<file path="src/core/drt_pkg.sv">
// Package with register indices, field positions and reset values of the dual reload timer control.
package drt_pkg;

    ////////////////////////////////////////////////////////////////////////////
    localparam logic [15:0] IDX_PAIR_CTRL    = 16'hFF80;
    localparam logic [15:0] IDX_B_CTRL       = 16'hFF81;
    localparam logic [15:0] IDX_A_RELOAD     = 16'hFF82;
    localparam logic [15:0] IDX_B_RELOAD     = 16'hFF83;

    ////////////////////////////////////////////////////////////////////////////
    localparam int          BIT_MODE16       = 7;
    localparam int          BIT_FILTER_EN    = 6;
    localparam int          BIT_RES_HI       = 4;
    localparam int          BIT_RES_LO       = 3;
    localparam int          BIT_RUN          = 2;
    localparam int          BIT_PRESET       = 1;
    localparam int          BIT_EXT_CLK      = 0;
    localparam int          CTRL_W           = 5;

    ////////////////////////////////////////////////////////////////////////////
    localparam logic        MODE16_RST       = 1'b0;
    localparam logic        FILTER_EN_RST    = 1'b0;
    localparam logic        RUN_RST          = 1'b0;
    localparam logic        EXT_CLK_RST      = 1'b0;
    localparam logic [1:0]  RES_RST          = 2'h0;
    localparam logic [7:0]  RELOAD_RST       = 8'hFF;
    localparam logic [31:0] RDATA_RST        = 32'h0000_0000;

endpackage

</file>
<file path="src/core/drt_tmr_if.sv">
// Interface joining the register decoder to one timer's control and reload storage.
`timescale 1ns/1ns
interface drt_tmr_if;
    logic       wr_ctrl;
    logic       wr_reload;
    logic [7:0] wdata;
    logic [4:0] ctrl_q;
    logic [7:0] reload_q;
    logic       run;
    logic       ext_clk;
    logic       preset;

    modport bus (
        output wr_ctrl,
        output wr_reload,
        output wdata,
        input  ctrl_q,
        input  reload_q,
        input  run,
        input  ext_clk,
        input  preset
    );

    modport tmr (
        input  wr_ctrl,
        input  wr_reload,
        input  wdata,
        output ctrl_q,
        output reload_q,
        output run,
        output ext_clk,
        output preset
    );
endinterface

</file>
<file path="src/core/drt_tmr_regs.sv">
// Control bits and reload value of one timer, with its one-cycle preset strobe.
`timescale 1ns/1ns
module drt_tmr_regs (
    input  wire logic sys_clk,
    input  wire logic sys_rst,
    drt_tmr_if.tmr    tif
);

    logic       run_ff;
    logic       ext_clk_ff;
    logic       preset_ff;
    logic [1:0] res_ff;
    logic [7:0] reload_ff;
    logic       nxt_run;
    logic       nxt_ext_clk;
    logic       nxt_preset;
    logic [1:0] nxt_res;
    logic [7:0] nxt_reload;

    ////////////////////////////////////////////////////////////////////////////
    assign nxt_run     = tif.wr_ctrl ? tif.wdata[drt_pkg::BIT_RUN] : run_ff;
    assign nxt_ext_clk = tif.wr_ctrl ? tif.wdata[drt_pkg::BIT_EXT_CLK] : ext_clk_ff;
    assign nxt_res     = tif.wr_ctrl ? tif.wdata[drt_pkg::BIT_RES_HI:drt_pkg::BIT_RES_LO]
                                     : res_ff;
    // A zero written to the preset bit is simply no strobe.
    assign nxt_preset  = tif.wr_ctrl & tif.wdata[drt_pkg::BIT_PRESET];
    assign nxt_reload  = tif.wr_reload ? tif.wdata : reload_ff;

    always_ff @(posedge sys_clk) begin
        if (sys_rst) begin
            run_ff     <= drt_pkg::RUN_RST;
            ext_clk_ff <= drt_pkg::EXT_CLK_RST;
            preset_ff  <= 1'b0;
            res_ff     <= drt_pkg::RES_RST;
            reload_ff  <= drt_pkg::RELOAD_RST;
        end else begin
            run_ff     <= nxt_run;
            ext_clk_ff <= nxt_ext_clk;
            preset_ff  <= nxt_preset;
            res_ff     <= nxt_res;
            reload_ff  <= nxt_reload;
        end
    end

    ////////////////////////////////////////////////////////////////////////////
    // The preset bit is write-only, so its read position is a constant zero.
    assign tif.ctrl_q   = {res_ff, run_ff, 1'b0, ext_clk_ff};
    assign tif.reload_q = reload_ff;
    assign tif.run      = run_ff;
    assign tif.ext_clk  = ext_clk_ff;
    assign tif.preset   = preset_ff;

endmodule

</file>
<file path="src/core/drt_ctrl_top.sv">
// APB register block for the control and reload data of a pair of 8-bit timers.
//
// Contract
// - Mode bit set joins both timers as one 16-bit counter; reset 0.
// - Filter enable bit switches noise rejection on external clock two; reset off.
// - Timer A clock select: 1 external, 0 internal; reset internal.
// - Timer B clock select: 1 external, 0 internal; reset internal.
// - Timer A holds an 8-bit read/write reload value, resetting to all ones.
// - Timer B holds an 8-bit read/write reload value, resetting to all ones.
//
// Our own choice: register access over APB.
`timescale 1ns/1ns
module drt_ctrl_top #(
    parameter int ADDR_W = 18
) (
    input  wire logic              sys_clk,
    input  wire logic              sys_rst,
    input  wire logic              psel,
    input  wire logic              penable,
    input  wire logic              pwrite,
    input  wire logic [ADDR_W-1:0] paddr,
    input  wire logic [31:0]       pwdata,
    input  wire logic [3:0]        pstrb,
    output logic      [31:0]       prdata,
    output logic                   pready,
    output logic                   pslverr,
    output logic                   pair_mode16,
    output logic                   ext_clk2_filter_en,
    output logic                   timer_a_run,
    output logic                   timer_a_ext_clk,
    output logic                   timer_a_preset,
    output logic      [7:0]        timer_a_reload,
    output logic                   timer_b_run,
    output logic                   timer_b_ext_clk,
    output logic                   timer_b_preset,
    output logic      [7:0]        timer_b_reload
);

    localparam int NUM_TMR = 2;

    ////////////////////////////////////////////////////////////////////////////
    // Register indices are word positions: the byte address is four times the index.
    function automatic logic drt_hit(input logic [ADDR_W-1:0] addr,
                                     input logic [15:0]       idx);
        logic [ADDR_W-1:0] byte_addr;
        byte_addr = ADDR_W'({idx, 2'b00});
        drt_hit   = (addr == byte_addr);
    endfunction

    logic        pready_ff;
    logic        pslverr_ff;
    logic [31:0] prdata_ff;
    logic        mode16_ff;
    logic        filter_en_ff;
    logic        nxt_pready;
    logic        nxt_pslverr;
    logic [31:0] nxt_prdata;
    logic        nxt_mode16;
    logic        nxt_filter_en;

    drt_tmr_if tif[NUM_TMR] ();

    ////////////////////////////////////////////////////////////////////////////
    // Address decode.
    wire         hit_pair_ctrl = drt_hit(paddr, drt_pkg::IDX_PAIR_CTRL);
    wire         hit_b_ctrl    = drt_hit(paddr, drt_pkg::IDX_B_CTRL);
    wire         hit_a_reload  = drt_hit(paddr, drt_pkg::IDX_A_RELOAD);
    wire         hit_b_reload  = drt_hit(paddr, drt_pkg::IDX_B_RELOAD);
    wire         hit_any       = hit_pair_ctrl | hit_b_ctrl | hit_a_reload | hit_b_reload;

    wire         setup_phase   = psel & ~penable;
    // The slave answers in the first access cycle, so no wait state is ever inserted.
    wire         access_done   = psel & penable & pready_ff;
    // Data sits in byte lane 0; a write that leaves that lane unstrobed changes nothing.
    wire         wr_commit     = access_done & pwrite & pstrb[0] & hit_any;
    wire [7:0]   wbyte         = pwdata[7:0];

    wire         wr_pair_ctrl  = wr_commit & hit_pair_ctrl;
    wire         wr_b_ctrl     = wr_commit & hit_b_ctrl;
    wire         wr_a_reload   = wr_commit & hit_a_reload;
    wire         wr_b_reload   = wr_commit & hit_b_reload;

    ////////////////////////////////////////////////////////////////////////////
    // Read selection; bit 5 of the pair control register always reads zero.
    wire [7:0]   rd_pair_ctrl  = {mode16_ff, filter_en_ff, 1'b0, tif[0].ctrl_q};
    wire [7:0]   rd_b_ctrl     = {3'b000, tif[1].ctrl_q};

    wire [7:0]   rd_byte       = hit_pair_ctrl ? rd_pair_ctrl      :
                                 hit_b_ctrl    ? rd_b_ctrl         :
                                 hit_a_reload  ? tif[0].reload_q   :
                                 hit_b_reload  ? tif[1].reload_q   :
                                                 8'h00;

    ////////////////////////////////////////////////////////////////////////////
    // Bus answer state.
    assign nxt_pready    = setup_phase;
    assign nxt_pslverr   = setup_phase & ~hit_any;
    // Read data is caught in the setup cycle and held through the access phase.
    assign nxt_prdata    = (setup_phase & ~pwrite) ? {24'h00_0000, rd_byte} :
                           setup_phase             ? drt_pkg::RDATA_RST       :
                                                     prdata_ff;

    always_ff @(posedge sys_clk) begin
        if (sys_rst) begin
            pready_ff  <= 1'b0;
            pslverr_ff <= 1'b0;
            prdata_ff  <= drt_pkg::RDATA_RST;
        end else begin
            pready_ff  <= nxt_pready;
            pslverr_ff <= nxt_pslverr;
            prdata_ff  <= nxt_prdata;
        end
    end

    ////////////////////////////////////////////////////////////////////////////
    // Pair-wide control bits.
    assign nxt_mode16    = wr_pair_ctrl ? wbyte[drt_pkg::BIT_MODE16] : mode16_ff;
    assign nxt_filter_en = wr_pair_ctrl ? wbyte[drt_pkg::BIT_FILTER_EN] : filter_en_ff;

    always_ff @(posedge sys_clk) begin
        if (sys_rst) begin
            mode16_ff    <= drt_pkg::MODE16_RST;
            filter_en_ff <= drt_pkg::FILTER_EN_RST;
        end else begin
            mode16_ff    <= nxt_mode16;
            filter_en_ff <= nxt_filter_en;
        end
    end

    ////////////////////////////////////////////////////////////////////////////
    // Per-timer storage. Timer A's control shares its register with the pair bits.
    wire [NUM_TMR-1:0] wr_ctrl_vec   = {wr_b_ctrl, wr_pair_ctrl};
    wire [NUM_TMR-1:0] wr_reload_vec = {wr_b_reload, wr_a_reload};

    genvar g;
    generate
        for (g = 0; g < NUM_TMR; g++) begin : g_tmr
            assign tif[g].wr_ctrl   = wr_ctrl_vec[g];
            assign tif[g].wr_reload = wr_reload_vec[g];
            assign tif[g].wdata     = wbyte;

            drt_tmr_regs u_tmr (
                .sys_clk (sys_clk),
                .sys_rst (sys_rst),
                .tif     (tif[g])
            );
        end
    endgenerate

    ////////////////////////////////////////////////////////////////////////////
    // All outputs below are register outputs passed straight through.
    assign prdata             = prdata_ff;
    assign pready             = pready_ff;
    assign pslverr            = pslverr_ff;
    assign pair_mode16        = mode16_ff;
    assign ext_clk2_filter_en = filter_en_ff;
    assign timer_a_run        = tif[0].run;
    assign timer_a_ext_clk    = tif[0].ext_clk;
    assign timer_a_preset     = tif[0].preset;
    assign timer_a_reload     = tif[0].reload_q;
    assign timer_b_run        = tif[1].run;
    assign timer_b_ext_clk    = tif[1].ext_clk;
    assign timer_b_preset     = tif[1].preset;
    assign timer_b_reload     = tif[1].reload_q;

endmodule

</file>
<file path="config.mk">
export PLATFORM = sky130hd
export DESIGN_NAME = drt_ctrl_top
export DESIGN_NICKNAME = d
export VERILOG_FILES = /design/src/core/drt_pkg.sv /design/src/core/drt_tmr_if.sv /design/src/core/drt_tmr_regs.sv /design/src/core/drt_ctrl_top.sv
export SDC_FILE = /design/constraint.sdc
export NUM_CORES = 1
export LEC_CHECK = 0
export ABC_AREA = 0
export BUFFER_PORTS_ARGS = -buffer_cell sky130_fd_sc_hd__buf_4
export CORE_AREA = 2 2 94 96
export CTS_CLUSTER_SIZE = 16
export DETAILED_ROUTE_END_ITERATION = 16
export DIE_AREA = 0 0 96 98
export GPL_ROUTABILITY_DRIVEN = 0
export MAX_ROUTING_LAYER = met4
export SLEW_MARGIN = 20
export SYNTH_ARGS = -nofsm -noshare
export SYNTH_HDL_FRONTEND = slang
export SYNTH_SLANG_ARGS = --single-unit
</file>
<file path="constraint.sdc">
create_clock -name sys_clk -period 2.46 [get_ports sys_clk]
set_input_delay 0.492 -clock sys_clk [delete_from_list [all_inputs] [get_ports sys_clk]]
set_output_delay 0.492 -clock sys_clk [all_outputs]
set_load 0.01 [all_outputs]
</file>
* Word-level counts from Yosys, hierarchy flattened
Index checks and enable logic that the tools add are counted.
** Storage, ports and cells
- Flip-flop bits (word level) :: 38
- Word-level logic and storage cells :: 46
- Output and inout bits :: 58
** Operators by class
- Mux-type cells :: 6
- Reductions and logical operators :: 1
- Eq/ne operators :: 4
- Bitwise gates (word level) :: 20
** Operator list (number)
- $eq 18x18->1 const B :: 4
- $mux 8 :: 6
- $and 1x1->1 :: 14
- $not 1->1 :: 3
- $or 1x1->1 :: 3
- $reduce_bool 2->1 :: 1

* Longest topological paths before layout
Gate-level depths: netlist of run 1.
- Word-level depth :: 7
- Gate-level depth with buffers :: 6
- Mapped depth without buffers :: 4

* Cells and area by module
From an unflattened synthesis of run 1, not the netlist that was laid out.
** Second synthesis, totals
- Cell total of the unflattened synthesis :: 185
- Area total of the unflattened synthesis :: 1921.8 sq um
** Modules (own cells, without submodules)
- drt_tmr_regs :: cells each 46, area an instance 498.0 sq um, seq. area each 260.2 sq um, times used 2
- drt_ctrl_top :: cells each 93, area an instance 925.9 sq um, seq. area each 240.2 sq um, times used 1

* Worst setup path before layout of run 1
OpenSTA, ideal clock, no wires.
- Path kind :: input -> register
- Start :: in paddr[5]
- End :: reg filter_en_ff, in the netlist ext_clk2_filter_en
- Path buffers :: 0
- Cell stages on the path :: 4
- Path slack :: 0.644 ns
- Data required time :: 2.390 ns
- Arrival time :: 1.746 ns
- Cells stage by stage :: or4_4 > nor4_4 > nand4_1 > a21oi_1
** Between the ends
- Cells in the longest elaborated chain, start to end :: 6
** Ends and longest elaborated chain
- start: declaration :: RTL line drt_ctrl_top.sv:21 : input wire logic [ADDR_W-1:0] paddr,
- $eq 18x18->1 :: RTL line drt_ctrl_top.sv:47 : drt_hit = (addr == byte_addr);
- $or 1x1->1 (3 in a row) :: RTL line drt_ctrl_top.sv:69 : wire hit_any = hit_pair_ctrl | hit_b_ctrl | hit_a_reload | hit_b_reload;
- $and 1x1->1 :: RTL line drt_ctrl_top.sv:75 : wire wr_commit = access_done & pwrite & pstrb[0] & hit_any;
- $and 1x1->1 * :: RTL line drt_ctrl_top.sv:78 : wire wr_pair_ctrl = wr_commit & hit_pair_ctrl;
- end signal: assignment :: RTL line drt_ctrl_top.sv:123 : filter_en_ff <= drt_pkg::FILTER_EN_RST;
- end signal: assignment :: RTL line drt_ctrl_top.sv:126 : filter_en_ff <= nxt_filter_en;
- end: declaration :: RTL line drt_ctrl_top.sv:54 : logic filter_en_ff;
Every way passes the cells marked *; elsewhere a longest branch is shown, timed or not.
A chain may end at the register's enable or synchronous reset.

* Final worst setup path of run 1
- Start :: in paddr[5]
- End :: reg g_tmr[0].u_tmr.reload_ff[4]
** Between the ends
- Cells in the longest elaborated chain, start to end :: 6
** Ends and longest elaborated chain
- $eq 18x18->1 :: RTL line drt_ctrl_top.sv:47
- $or 1x1->1 (3 in a row) :: RTL line drt_ctrl_top.sv:69
- $and 1x1->1 :: RTL line drt_ctrl_top.sv:75
- $and 1x1->1 * :: RTL line drt_ctrl_top.sv:80 : wire wr_a_reload = wr_commit & hit_a_reload;
- end signal: assignment :: RTL line drt_tmr_regs.sv:35 : reload_ff <= drt_pkg::RELOAD_RST;
- end signal: assignment :: RTL line drt_tmr_regs.sv:41 : reload_ff <= nxt_reload;
- end: declaration :: RTL line drt_tmr_regs.sv:13 : logic [7:0] reload_ff;
Marks and branches as above.

==> results of run 1 <==
per-layer routing:
layer	wire length, um	track usage	share of wire
met2	2585	0.1875	0.50
met3	279	0.03704	0.054
met1	2216	0.1282	0.43
met4	42	0.03077	0.0082
met5	0	-	0
worst max-delay path by stage:
stage | start | end | depth (start not counted)
2_1_floorplan | paddr[5] | ext_clk2_filter_en | 4
3_3_place_gp | paddr[5] | g_tmr[0].u_tmr.tif.reload_q[6] | 5
3_5_place_dp | paddr[5] | g_tmr[0].u_tmr.tif.reload_q[4] | 5
4_1_cts | paddr[5] | g_tmr[0].u_tmr.tif.reload_q[4] | 5
5_1_grt | paddr[5] | g_tmr[0].u_tmr.tif.reload_q[1] | 5
6_report | paddr[5] | g_tmr[0].u_tmr.tif.reload_q[4] | 5
placed cells by master (no fill, tap or decap):
master,instances
sky130_fd_sc_hd__nor2_2,1
sky130_fd_sc_hd__conb_1,24
sky130_fd_sc_hd__nand2_1,12
sky130_fd_sc_hd__mux2i_1,18
sky130_fd_sc_hd__nor3b_1,1
sky130_fd_sc_hd__or3_1,1
sky130_fd_sc_hd__buf_4,67
sky130_fd_sc_hd__nand4_1,14
sky130_fd_sc_hd__nor4_1,1
sky130_fd_sc_hd__and4b_1,1
sky130_fd_sc_hd__mux4_2,4
sky130_fd_sc_hd__or2_2,1
sky130_fd_sc_hd__nor4_4,1
sky130_fd_sc_hd__or3b_2,1
sky130_fd_sc_hd__inv_1,6
sky130_fd_sc_hd__nand2b_1,2
sky130_fd_sc_hd__nand3_2,1
sky130_fd_sc_hd__clkinv_2,2
sky130_fd_sc_hd__nor3_1,5
sky130_fd_sc_hd__a31oi_1,2
sky130_fd_sc_hd__nor2_1,29
sky130_fd_sc_hd__a21oi_1,12
sky130_fd_sc_hd__and3_1,1
sky130_fd_sc_hd__nand4_2,1
sky130_fd_sc_hd__dfxtp_1,38
sky130_fd_sc_hd__clkbuf_8,5
sky130_fd_sc_hd__nor4bb_1,1
sky130_fd_sc_hd__mux2_2,2
sky130_fd_sc_hd__o21ai_0,18
sky130_fd_sc_hd__nor2b_1,1
sky130_fd_sc_hd__nand3_1,2
sky130_fd_sc_hd__or4_4,1
worst max-delay path: cells and delay by family:
family / cells / cell delay [ns]
AND/OR/NAND/NOR: 3 / 1.14
multiplexers: 1 / 0.23
buffers and inverters: 1 / 0.11
cell usage after synthesis:
cell type,instances
sky130_fd_sc_hd__dfxtp_1,38
sky130_fd_sc_hd__nor2_1,29
sky130_fd_sc_hd__buf_4,24
sky130_fd_sc_hd__mux2i_1,18
sky130_fd_sc_hd__o21ai_0,18
sky130_fd_sc_hd__nand4_1,14
sky130_fd_sc_hd__a21oi_1,12
sky130_fd_sc_hd__nand2_1,12
sky130_fd_sc_hd__clkbuf_1,8
sky130_fd_sc_hd__inv_1,6
sky130_fd_sc_hd__nor3_1,5
sky130_fd_sc_hd__mux4_2,4
sky130_fd_sc_hd__a31oi_1,2
sky130_fd_sc_hd__buf_2,2
sky130_fd_sc_hd__mux2_2,2
sky130_fd_sc_hd__nand2b_1,2
sky130_fd_sc_hd__nand3_1,2
sky130_fd_sc_hd__and3_1,1
sky130_fd_sc_hd__and4b_1,1
sky130_fd_sc_hd__conb_1,1
sky130_fd_sc_hd__nand3_2,1
sky130_fd_sc_hd__nand4_2,1
sky130_fd_sc_hd__nor2_2,1
sky130_fd_sc_hd__nor2b_1,1
sky130_fd_sc_hd__nor3b_1,1
sky130_fd_sc_hd__nor4_1,1
sky130_fd_sc_hd__nor4_4,1
sky130_fd_sc_hd__nor4bb_1,1
sky130_fd_sc_hd__or2_2,1
sky130_fd_sc_hd__or3_1,1
sky130_fd_sc_hd__or3b_2,1
sky130_fd_sc_hd__or4_4,1
registers in the layout, summed over array words and instances (netlist names):
signal                    flops
pready                        1
g_tmr.u_tmr.tif.preset        2
g_tmr.u_tmr.res_ff            4
g_tmr.u_tmr.tif.run           2
g_tmr.u_tmr.tif.ext_clk       2
prdata                        8
ext_clk2_filter_en            1
g_tmr.u_tmr.tif.reload_q     16
pslverr                       1
pair_mode16                   1
cells by family after synthesis:
group           after synthesis
flops                        38
mux                          24
buf+inv                      40
other cells                   1
simple gates                 78
compound gates               32
through the flow:
stage,cells,instance area (sq um),hold slack [ns]
floorplan,236,1967,0.4463
global placement,377,2385,0.4419
detailed placement,377,2385,0.4447
CTS,384,2464,0.4624
global route,384,2464,0.4850
finish,384,2464,0.4566
area by class of cell:
type	count	area, sq um	share of cell area
multi-input combinational	158	963.4	0.3911
sequential	38	760.7	0.3088
inverter	6	22.52	0.009142
clock buffer	5	68.82	0.02793
clock inverter	2	10.01	0.004063
tap	108	135.1	0.05485
timing repair buffer	67	503.0	0.2042
report_power, final:
group	total, mW	internal [mW]	switching (mW)
Sequential	0.617	0.616	0.000624
Combinational	0.121	0.0523	0.0688
Clock	0.403	0.190	0.213
==> results by stage, run 1 <==
Clocking:
- Clock latency on the worst-skew pair, taken at its later pin, is 0.29 ns.
- The maximum clock insertion buffer count is 2.
- The root cell of the clock tree is sky130_fd_sc_hd__clkbuf_8.
- The clock tree from TritonCTS is built.
- Clock tree synthesis inserted a total of 5 buffers.
- The clock-pin slew on the worst setup and hold paths is around 0.07 ns.
- The setup fix buffers added after clock tree synthesis is 0.
- In this run, post-CTS repair resized a total of 0 instances.
- The clock tree synthesis step divided the H-tree into 2 levels.
- The clock net in this run drives a total of 38 sinks.
- The number of buffers inserted for hold repair after clock tree synthesis is 0.

Timing:
- Summed over all failing endpoints, the final setup total negative slack is 0 ns.
- In the finished design, the share of the clock period the worst path needs comes to 0.7390.
- Headroom to the max-slew limit came out at 0.6173.
- Setup repair after global routing left no endpoint under its margin.
- The setup clock skew after layout is 0.003331 ns.
- The number of max-slew violations in the final report came to 0.
- Setup violations remaining at the end of the flow were counted as 0.
- For this run, the top clock speed supported by timing is between 0.5 and 0.6 GHz.
- The shortest clock period the worst path allows after layout is 1.818 ns.
- The actual slew at the worst max-slew pin is 0.5741 ns.
- The number of hold-slack violations in the final timing report came to 0.
- The least setup slack across all paths after layout is 0.6421 ns.

Drt:
- The count of TritonRoute iterations in the first routing pass is 4.
- For this run, design rule violations remaining after detail routing come to 0.
- In the final routed layout, each cell accounts on average for 13.34 um.
- The total number of vias is around 1700.
- The number of nets with antenna violations after detailed routing is 0.
- The detailed router finished its first iteration with 90 violations.
- The via count normalized by instance count is 4.357.
- The total routed wirelength is 5123 um.

Critical path:
- In this run the critical register-to-register path is launched from pready.
- The largest driver fanout on the critical path is 8.
- Measured in cells, the most critical reg-to-reg path has a length of 4.
- The highest cell delay on the worst timing path is between 0.5 and 0.6 ns.
- The endpoint identified for the worst register-to-register timing path is g_tmr[1].u_tmr.tif.reload_q[6].
- The master of the slowest instance on the critical path is sky130_fd_sc_hd__or4_4.
- The critical path goes through buf_4 > or4_4 > nor2_2 > nand4_2 > mux2i_1.
- The worst setup path is captured at a register.
- The flop-to-flop setup slack is 1.04 ns.
- The sort of element at the start of the critical path is an input pin.
- The signal arrival time at the worst endpoint is between 1.5 and 2 ns.
- The required arrival time at the worst endpoint is between 2 and 3 ns.
- The critical path is of the input pin to register type.

Global routing:
- The initial antenna violation count is 0.
- The maximum number of pins on one net before global-route repair is 38.
- The first global-routing pass estimated 7928 um of wire.
- The number of global-route vias before repair came to 1617.
- The overall routing resource usage is 0.1127.
- The total overflow left after global routing is 0.

Power and ir drop:
- VDD sags by at most 145.9 uV.
- In this run the power density over the cells is 463.0 mW/mm^2.
- The post-layout total power is 1.141 mW.
- The static leakage is between 1 and 1.5 nW.

Yosys:
- The share of synthesized area in the top cell type comes to 0.4045.
- Synthesis inferred 38 register bits.
- A synthesized cell averages 8.829 sq um.
- By area the synthesized netlist is led by sky130_fd_sc_hd__dfxtp_1 (40%), sky130_fd_sc_hd__mux2i_1 (9.6%), sky130_fd_sc_hd__buf_4 (9.6%).
- Of the total synthesized cell area, the portion taken by AND, OR, NAND and NOR gates is 0.2222.
- The parity-gate share of the synthesized area counting xor and xnor cells is 0.
- The fraction of synthesized area in multiplexers is 0.1557.
- The most area-hungry cell type in the Yosys netlist is sky130_fd_sc_hd__dfxtp_1.
- After synthesis, the largest family of logic cells by area is simple AND/OR/NAND/NOR gates.
- The cell area that synthesis handed to floorplanning was ~0.0019 sq mm.
- Of the total synthesized cell area, the portion taken by full adders, half adders and majority gates is 0.
- Counting distinct cell types in the post-synthesis netlist gives 32.
- Synthesis produced 213 cells.
- The number of warning messages in the yosys log is 0.
- For this run, the register share of the synthesized area comes to 0.4045.
- The compound-cell area share of the yosys netlist came to 0.08649.

Placed design:
- Input and output buffers added on the ports amount to 65.
- The detailed placement HPWL is 3975 um.
- The worst slack after detailed placement is 0.3200 ns.

Floorplan:
- The standard-cell row count is 34.
- The die extent in y is 98 um.
- The floorplan die width is 96 um.
- The initial standard-cell utilization of the core is 0.2221.
- The area enclosed by the die boundary is 0.009408 sq mm.
- 117 I/O pins were placed.
- The total area inside the core boundary comes to 0.008466 sq mm.

Layout:
- The ratio of cells with drive above 1 in the final layout is 0.3152.
- The area growth from synthesis to final layout is 31.00%.
- The core utilization of the finished layout is 0.2910.
- The number of antenna diodes in the final layout is 0.
- In the final design database the tool counted 335 nets.
- The filler cells instantiated in the layout total 913.

Status:
- The flow ran to the end, and the final reports show no timing, DRC or antenna violations.

Hold path:
- The worst hold path terminates at prdata[3].
- In this run the most critical hold path is launched from prdata[3].
- The type of the most critical hold path is register to register.
- Along the worst hold path, the cell count comes to 2.

Job:
- The number of max-cap violations is 0.
Power figures use the tool's default switching activity.
==> run 2: changes to the inputs <==
Clock period 2.46 ns to 1.85 ns, I/O delays scaled along.
==> run 2 against run 1 <==
  * Worst hold slack lost 0.10 ns
  * Clock skew rose by 0.0019 ns
  * Die area is the same
  * Combinational power up 39%
  * Cell area increased by 4.3%
  * Critical path depth up 1
  * Cell count rose by 2.1%
  * Register-to-register slack got worse by 0.54 ns
  * Count of clock-buffer cells in the layout grew 2
  * Critical endpoint is now prdata[1]
==> results by stage, run 2 (synthesis results as in run 1) <==
Critical path:
- The flop-to-flop setup slack is 0.50 ns (was 1.04 ns).
- The type of the worst setup path was input pin to register (unchanged).
- The endpoint of the most critical register-to-register path was g_tmr[0].u_tmr.tif.run (was g_tmr[1].u_tmr.tif.reload_q[6]).
- The most numerous cell on the critical path is sky130_fd_sc_hd__buf_4.
- The required arrival time at the worst endpoint is 2.06 ns (was 2.62 ns).
- The largest driver fanout on the critical path came to 8 (unchanged).
- The sort of element at the start of the critical path is an input pin (unchanged).
- The reg-to-reg startpoint is pready (unchanged).
- The highest cell delay on the worst timing path is 0.55 ns (about the same).
- The critical path's top delay family is simple AND/OR/NAND/NOR gates (unchanged).
- The count of cells along the worst register-to-register path is 4 (unchanged).
- Crit path cell chain: buf_4 > or4_4 > nor2_2 > buf_4 > nand3_1 > o21ai_0 (was buf_4 > or4_4 > nor2_2 > nand4_2 > mux2i_1).
- The endpoint type of the worst setup path is a register (unchanged).
- The master of the slowest instance on the critical path is sky130_fd_sc_hd__or4_4 (unchanged).
- The critical path buffer and inverter count is 2 (was 1).
- The signal arrival time at the worst endpoint is 1.80 ns (was 1.98 ns).

Drt:
- The final routed DRC violation total is 0 (unchanged).
- The via count normalized by instance count came to 4.349 (was 4.357).
- The count of TritonRoute iterations in the first routing pass is 4 (unchanged).
- The total routed wirelength is 5148 um (was 5123 um).
- The number of nets with antenna violations after detailed routing is 0 (unchanged).
- The wire length per cell was 13.13 um (was 13.34 um).
- The number of DRC violations after detailed-routing iteration 0 is 70 (was 90).
- The total number of vias is 1705 (was 1673).

Timing:
- The total of endpoints with negative setup slack in the final report came to 0 (unchanged).
- The setup clock skew after layout came to 0.005194 ns (was 0.003331 ns).
- The number of hold-slack violations in the final timing report is 0 (unchanged).
- The share of the clock period used by the worst path after layout is 0.8626.
- The number of max-slew violations in the final report is 0 (unchanged).
- The shortest clock period the worst path allows after layout is 1.596 ns.
- Unrepaired setup endpoints after global routing: false (unchanged).
- Based on the critical path, the design can be clocked at up to 0.6266 GHz.

Status:
- Status: completed (unchanged).

Clocking:
- The post-CTS resize count is 0 (unchanged).
- The number of buffers inserted during clock tree synthesis is 5 (unchanged).
- The root cell of the clock tree was sky130_fd_sc_hd__clkbuf_8 (unchanged).
- The setup fix buffers added after clock tree synthesis was 0 (unchanged).
- The clock tree from TritonCTS is built (unchanged).
- The maximum clock insertion buffer count is 2 (unchanged).
- The number of buffers inserted for hold repair after clock tree synthesis is 0 (unchanged).
- The number of clock sinks seen by CTS came to 38 (unchanged).
- The later-pin clock latency in the skew report came to 0.28 ns (was 0.29 ns).
- The H-tree depth is 2 (unchanged).
- The clock-pin slew on the worst setup and hold paths is 0.07 ns (about the same).

Layout:
- The area taken by multi-input logic gates came to 963.4 sq um (unchanged).
- The number of antenna cells inserted is 0 (unchanged).
- The leading cell type in the layout, fill and taps excluded is sky130_fd_sc_hd__buf_4 (unchanged).
- The area growth from synthesis to final layout is 36.59% (was 31.00%).
- The number of flip-flops under the largest register name is 16 (unchanged).
- The non-filler instance count after layout is 392 (was 384).
- The register cell area after layout is 760.7 sq um (unchanged).
- The net total in the final layout came to 342 (was 335).
- The ratio of cells with drive above 1 in the final layout is 0.3275 (was 0.3152).
- Most used cells in the layout excluding fill and tap cells: sky130_fd_sc_hd__buf_4 (72), sky130_fd_sc_hd__dfxtp_1 (38), sky130_fd_sc_hd__nor2_1 (29) (was sky130_fd_sc_hd__buf_4 (67), sky130_fd_sc_hd__dfxtp_1 (38), sky130_fd_sc_hd__nor2_1 (29)).
- The core utilization of the finished layout was 0.3034 (was 0.2910).
- The count of filler cells inserted in the layout came to 888 (was 913).

Floorplan:
- The initial standard-cell utilization of the core is 0.2221 (unchanged).
- The standard-cell row count came to 34 (unchanged).
- The top-level port count is 117 (unchanged).
- The floorplan die width was 96 um (unchanged).
- The die extent in y is 98 um (unchanged).
- The area enclosed by the die boundary is 0.009408 sq mm (unchanged).
- The core box area is 0.008466 sq mm (unchanged).

Global routing:
- The maximum number of pins on one net before global-route repair came to 37 (was 38).
- The number of global-route vias before repair was 1601 (was 1617).
- The total global routing overflow is 0 (unchanged).
- The wire length of the first global-routing pass was 8224 um (was 7928 um).
- The overall routing resource usage is 0.1166 (was 0.1127).
- The initial antenna violation count came to 0 (unchanged).

Hold path:
- The hold-critical path depth is 3 (was 2).
- The start point of the worst hold path is pwdata[5] (was prdata[3]).
- The hold-critical path endpoint is g_tmr[0].u_tmr.tif.reload_q[5] (was prdata[3]).
- The type of the most critical hold path is input pin to register (was register to register).

Placed design:
- The post-placement cell count is 384 (was 377).
- The detailed placement HPWL is 4133 um (was 3975 um).
- The count of buffers from port buffering is 65 (unchanged).

Power and ir drop:
- The static leakage is 1.195 nW (was 1.140 nW).
- The peak ir drop on the vdd network is 279.1 uV (was 145.9 uV).
- The power density relative to cell area is 648.9 mW/mm^2 (was 463.0 mW/mm^2).

Job:
- The number of max-cap violations is 0 (unchanged).
## run 2: worst max-delay path by stage
stage | startpoint | endpoint | slack [ns] | cells past startpoint
final | paddr[5] | prdata[1] | 0.25 | 6
after global routing | paddr[5] | prdata[1] | 0.16 | 6
after CTS | paddr[5] | prdata[1] | 0.25 | 6
after detailed placement | paddr[5] | prdata[1] | -0.05 | 6
after global placement | paddr[5] | g_tmr[1].u_tmr.res_ff[1] | 0.01 | 6
after floorplan | paddr[5] | ext_clk2_filter_en | 0.16 | 4
## run 2: worst reg2reg max path, stage by stage (launching register included)
cell,delay (ns)
sky130_fd_sc_hd__dfxtp_1,0.35
sky130_fd_sc_hd__and3_1,0.23
sky130_fd_sc_hd__nand4_1,0.30
sky130_fd_sc_hd__o21ai_0,0.27
sky130_fd_sc_hd__a21oi_1,0.08
## run 2: power breakdown
group | internal (mW) | switching [mW] | total (mW) | leakage, nW
registers | 0.819 | 0.000872 | 0.820 | 0.307
clock network | 0.403 | 0.275 | 0.678 | 0.0524
logic | 0.0757 | 0.0928 | 0.168 | 0.835
## run 2: area by class of cell
cell class,instances,area share
Multi-Input combinational cell,158,0.3751
Timing Repair Buffer,74,0.2260
Sequential cell,38,0.2962
Inverter,6,0.008768
Clock buffer,7,0.02971
Tap cell,108,0.05261
Clock inverter,1,0.01169
## run 2: through the flow
step / hold WS (ns) / power [mW] / worst slack (ns) / setup TNS (ns) / area (sq um)
after floorplan: 0.4463 / 0.9648 / 0.1559 / 0 / 1967
after global placement: 0.4407 / 1.005 / 0.01068 / 0 / 2462
after detailed placement: 0.4460 / 1.007 / -0.04996 / -0.1541 / 2462
after CTS: 0.3449 / 1.692 / 0.2538 / 0 / 2569
after global routing: 0.3399 / 1.748 / 0.1555 / 0 / 2569
final: 0.3525 / 1.667 / 0.2541 / 0 / 2569
## run 2: metal layers
layer / track usage / routed length, um / vias to the layer above
met5: - / 0 / -
met4: 0.02637 / 26 / 0
met3: 0.04090 / 365 / 2
met2: 0.1886 / 2664 / 60
met1: 0.1382 / 2091 / 807
li1: - / - / 836
==> run 3: changes to the inputs <==
Clock period 1.85 ns to 1.52 ns, I/O delays scaled along.
==> run 3 against run 2 <==
  * Cell count up 1.0%
  * Highest routed layer unchanged
  * Setup slack worse by 0.17 ns
  * Power up 22%
  * Largest cell class unchanged
==> results by stage, run 3 (synthesis results as in run 1) <==
Status:
- Status: completed (unchanged).

Layout:
- The number of flip-flops under the largest register name is 16 (unchanged).
- The ratio of cells with drive above 1 in the final layout is 0.3472 (was 0.3275).
- The non-filler instance count after layout is 396 (was 392).
- The net total in the final layout came to 346 (was 342).
- The area growth from synthesis to final layout is 39.19% (was 36.59%).
- The number of antenna cells inserted is 0 (unchanged).
- Most used cells in the layout excluding fill and tap cells: sky130_fd_sc_hd__buf_4 (75), sky130_fd_sc_hd__dfxtp_1 (38), sky130_fd_sc_hd__nor2_1 (29) (was sky130_fd_sc_hd__buf_4 (72), sky130_fd_sc_hd__dfxtp_1 (38), sky130_fd_sc_hd__nor2_1 (29)).
- The leading cell type in the layout, fill and taps excluded is sky130_fd_sc_hd__buf_4 (unchanged).

Clocking:
- The root cell of the clock tree was sky130_fd_sc_hd__clkbuf_8 (unchanged).
- The later-pin clock latency in the skew report came to 0.29 ns (was 0.28 ns).
- The H-tree depth is 2 (unchanged).
- The number of clock sinks seen by CTS was 38 (unchanged).
- The setup fix buffers added after clock tree synthesis came to 0 (unchanged).
- The post-CTS resize count is 0 (unchanged).
- The clock tree from TritonCTS is built (unchanged).
- The maximum clock insertion buffer count is 2 (unchanged).
- The clock-pin slew on the worst setup and hold paths is 0.07 ns (about the same).
- The number of buffers inserted for hold repair after clock tree synthesis came to 0 (unchanged).
- The number of buffers inserted during clock tree synthesis is 5 (unchanged).

Global routing:
- The number of global-route vias before repair came to 1679 (was 1601).
- The overall routing resource usage came to 0.1229 (was 0.1166).
- The maximum number of pins on one net before global-route repair is 37 (unchanged).
- The initial antenna violation count is 0 (unchanged).
- The total global routing overflow is 0 (unchanged).
- The wire length of the first global-routing pass is 8452 um (was 8224 um).

Critical path:
- The most numerous cell on the critical path was sky130_fd_sc_hd__buf_4 (unchanged).
- The required arrival time at the worst endpoint came to 1.70 ns (was 2.06 ns).
- Crit path cell chain: buf_4 > or4_4 > nor2_4 > buf_4 > nand3_4 > mux2i_1 (was buf_4 > or4_4 > nor2_2 > buf_4 > nand3_1 > o21ai_0).
- The sort of element at the start of the critical path is an input pin (unchanged).
- The count of cells along the worst register-to-register path is 6 (was 4).
- The master of the slowest instance on the critical path is sky130_fd_sc_hd__or4_4 (unchanged).
- The endpoint of the most critical register-to-register path is ext_clk2_filter_en (was g_tmr[0].u_tmr.tif.run).
- The reg-to-reg startpoint is pready (unchanged).
- The largest driver fanout on the critical path is 8 (unchanged).
- The highest cell delay on the worst timing path is 0.57 ns (was 0.55 ns).
- The end of the critical path is g_tmr[1].u_tmr.tif.reload_q[4] (was prdata[1]).
- The type of the worst setup path is input pin to register (unchanged).
- The launch point of the critical path is paddr[5] (unchanged).
- The flop-to-flop setup slack was 0.13 ns (was 0.50 ns).
- The endpoint type of the worst setup path is a register (unchanged).
- The signal arrival time at the worst endpoint is 1.61 ns (was 1.80 ns).

Placed design:
- The post-placement cell count is 387 (was 384).
- The count of buffers from port buffering is 65 (unchanged).
- The detailed placement HPWL came to 4066 um (was 4133 um).

Floorplan:
- The die extent in y is 98 um (unchanged).
- The top-level port count is 117 (unchanged).
- The area enclosed by the die boundary came to 0.009408 sq mm (unchanged).
- The floorplan die width is 96 um (unchanged).
- The core box area is 0.008466 sq mm (unchanged).
- The standard-cell row count is 34 (unchanged).
- The initial standard-cell utilization of the core is 0.2221 (unchanged).

Drt:
- The total number of vias is 1678 (was 1705).
- The number of nets with antenna violations after detailed routing is 0 (unchanged).
- The number of DRC violations after detailed-routing iteration 0 is 90 (was 70).
- The wire length per cell was 13.20 um (was 13.13 um).
- The via count normalized by instance count came to 4.237 (was 4.349).
- The count of TritonRoute iterations in the first routing pass is 4 (unchanged).
- The final routed DRC violation total is 0 (unchanged).
- The total routed wirelength is 5226 um (was 5148 um).

Power and ir drop:
- The sequential power share is 0.493 (was 0.492).
- The internal power of the cells was 1.554 mW (was 1.298 mW).
- The proportion of power drawn by combinational gates is 0.107 (was 0.101).
- The clock network fraction of total power is 0.400 (was 0.407).
- The post-layout total power was 2.025 mW (was 1.667 mW).
- The switching share of power came to 0.2329 (was 0.2212).
- The total net switching power came to 0.4717 mW (was 0.3687 mW).
- The power density relative to cell area was 773.7 mW/mm^2 (was 648.9 mW/mm^2).
- The peak ir drop on the vdd network came to 324.3 uV (was 279.1 uV).
- The static leakage was 1.219 nW (was 1.195 nW).

Timing:
- The number of hold-slack violations in the final timing report is 0 (unchanged).
- Based on the critical path, the design can be clocked at up to 0.6982 GHz.
- Counting I/O delays and the setup requirement, the final critical path takes 1.432 ns.
- The share of the clock period used by the worst path after layout is 0.9423.
- The number of max-slew violations in the final report was 0 (unchanged).
- The total of endpoints with negative setup slack in the final report was 0 (unchanged).
- The setup TNS is 0 ns (unchanged).
- The setup clock skew after layout was 0.001914 ns (was 0.005194 ns).
- Unrepaired setup endpoints after global routing: false (unchanged).

Hold path:
- The type of the most critical hold path is input pin to register (unchanged).

Job:
- The number of max-cap violations came to 0 (unchanged).
[run 3: worst min path at each step]
stage,from,to,slack (ns),cells past startpoint
2_1_floorplan,g_tmr[1].u_tmr.res_ff[0],g_tmr[1].u_tmr.res_ff[0],0.45,2
3_3_place_gp,prdata[4],prdata[4],0.44,2
3_5_place_dp,prdata[6],prdata[6],0.45,2
4_1_cts,pwdata[5],g_tmr[0].u_tmr.tif.reload_q[5],0.28,3
5_1_grt,pwdata[5],g_tmr[1].u_tmr.tif.reload_q[5],0.30,3
6_report,pwdata[5],g_tmr[0].u_tmr.tif.reload_q[5],0.29,3
[run 3: metal layers]
metal  up-vias  global-route usage  wire length, um  share of wire
li1        846                   -                -              -
met1       771              0.1582             2372           0.45
met2        54              0.1859             2497           0.48
met3         7             0.03318              293          0.056
met4         0             0.03956               63          0.012
met5         -                   -                0              0
[run 3: per-stage QoR]
| stage | hold WS [ns] | utilization | setup slack, ns | area [sq um] |
|---|---|---|---|---|
| 2_1_floorplan | 0.4506 | - | -0.1022 | 1983 |
| 3_3_place_gp | 0.4410 | 0.2940 | -0.2692 | 2489 |
| 3_5_place_dp | 0.4462 | 0.2940 | -0.2870 | 2489 |
| 4_1_cts | 0.2830 | 0.3070 | 0.01876 | 2599 |
| 5_1_grt | 0.3035 | 0.3092 | 0.01516 | 2618 |
| 6_report | 0.2863 | 0.3092 | 0.08766 | 2618 |
[run 3: layout make-up]
type / instances / area [sq um]
fill: 901 / 5848
multi-input combinational: 158 / 989.7
sequential: 38 / 760.7
timing repair buffer: 78 / 599.3
tap: 108 / 135.1
clock buffer: 8 / 110.1
inverter: 6 / 22.52
[run 3: critical path, delay by kind of cell]
kind | cells | cell delay, ns
and+or+nand+nor | 3 | 0.87
buffers and inverters | 2 | 0.26
muxes | 1 | 0.17
[run 3: power groups by stage]
stage	sequential (mW)	combinational [mW]	clock [mW]
2_1_floorplan	1.02	0.153	0
3_3_place_gp	1.02	0.212	0
3_5_place_dp	1.02	0.215	0
4_1_cts	0.998	0.216	0.829
5_1_grt	0.998	0.240	0.873
6_report	0.998	0.216	0.811
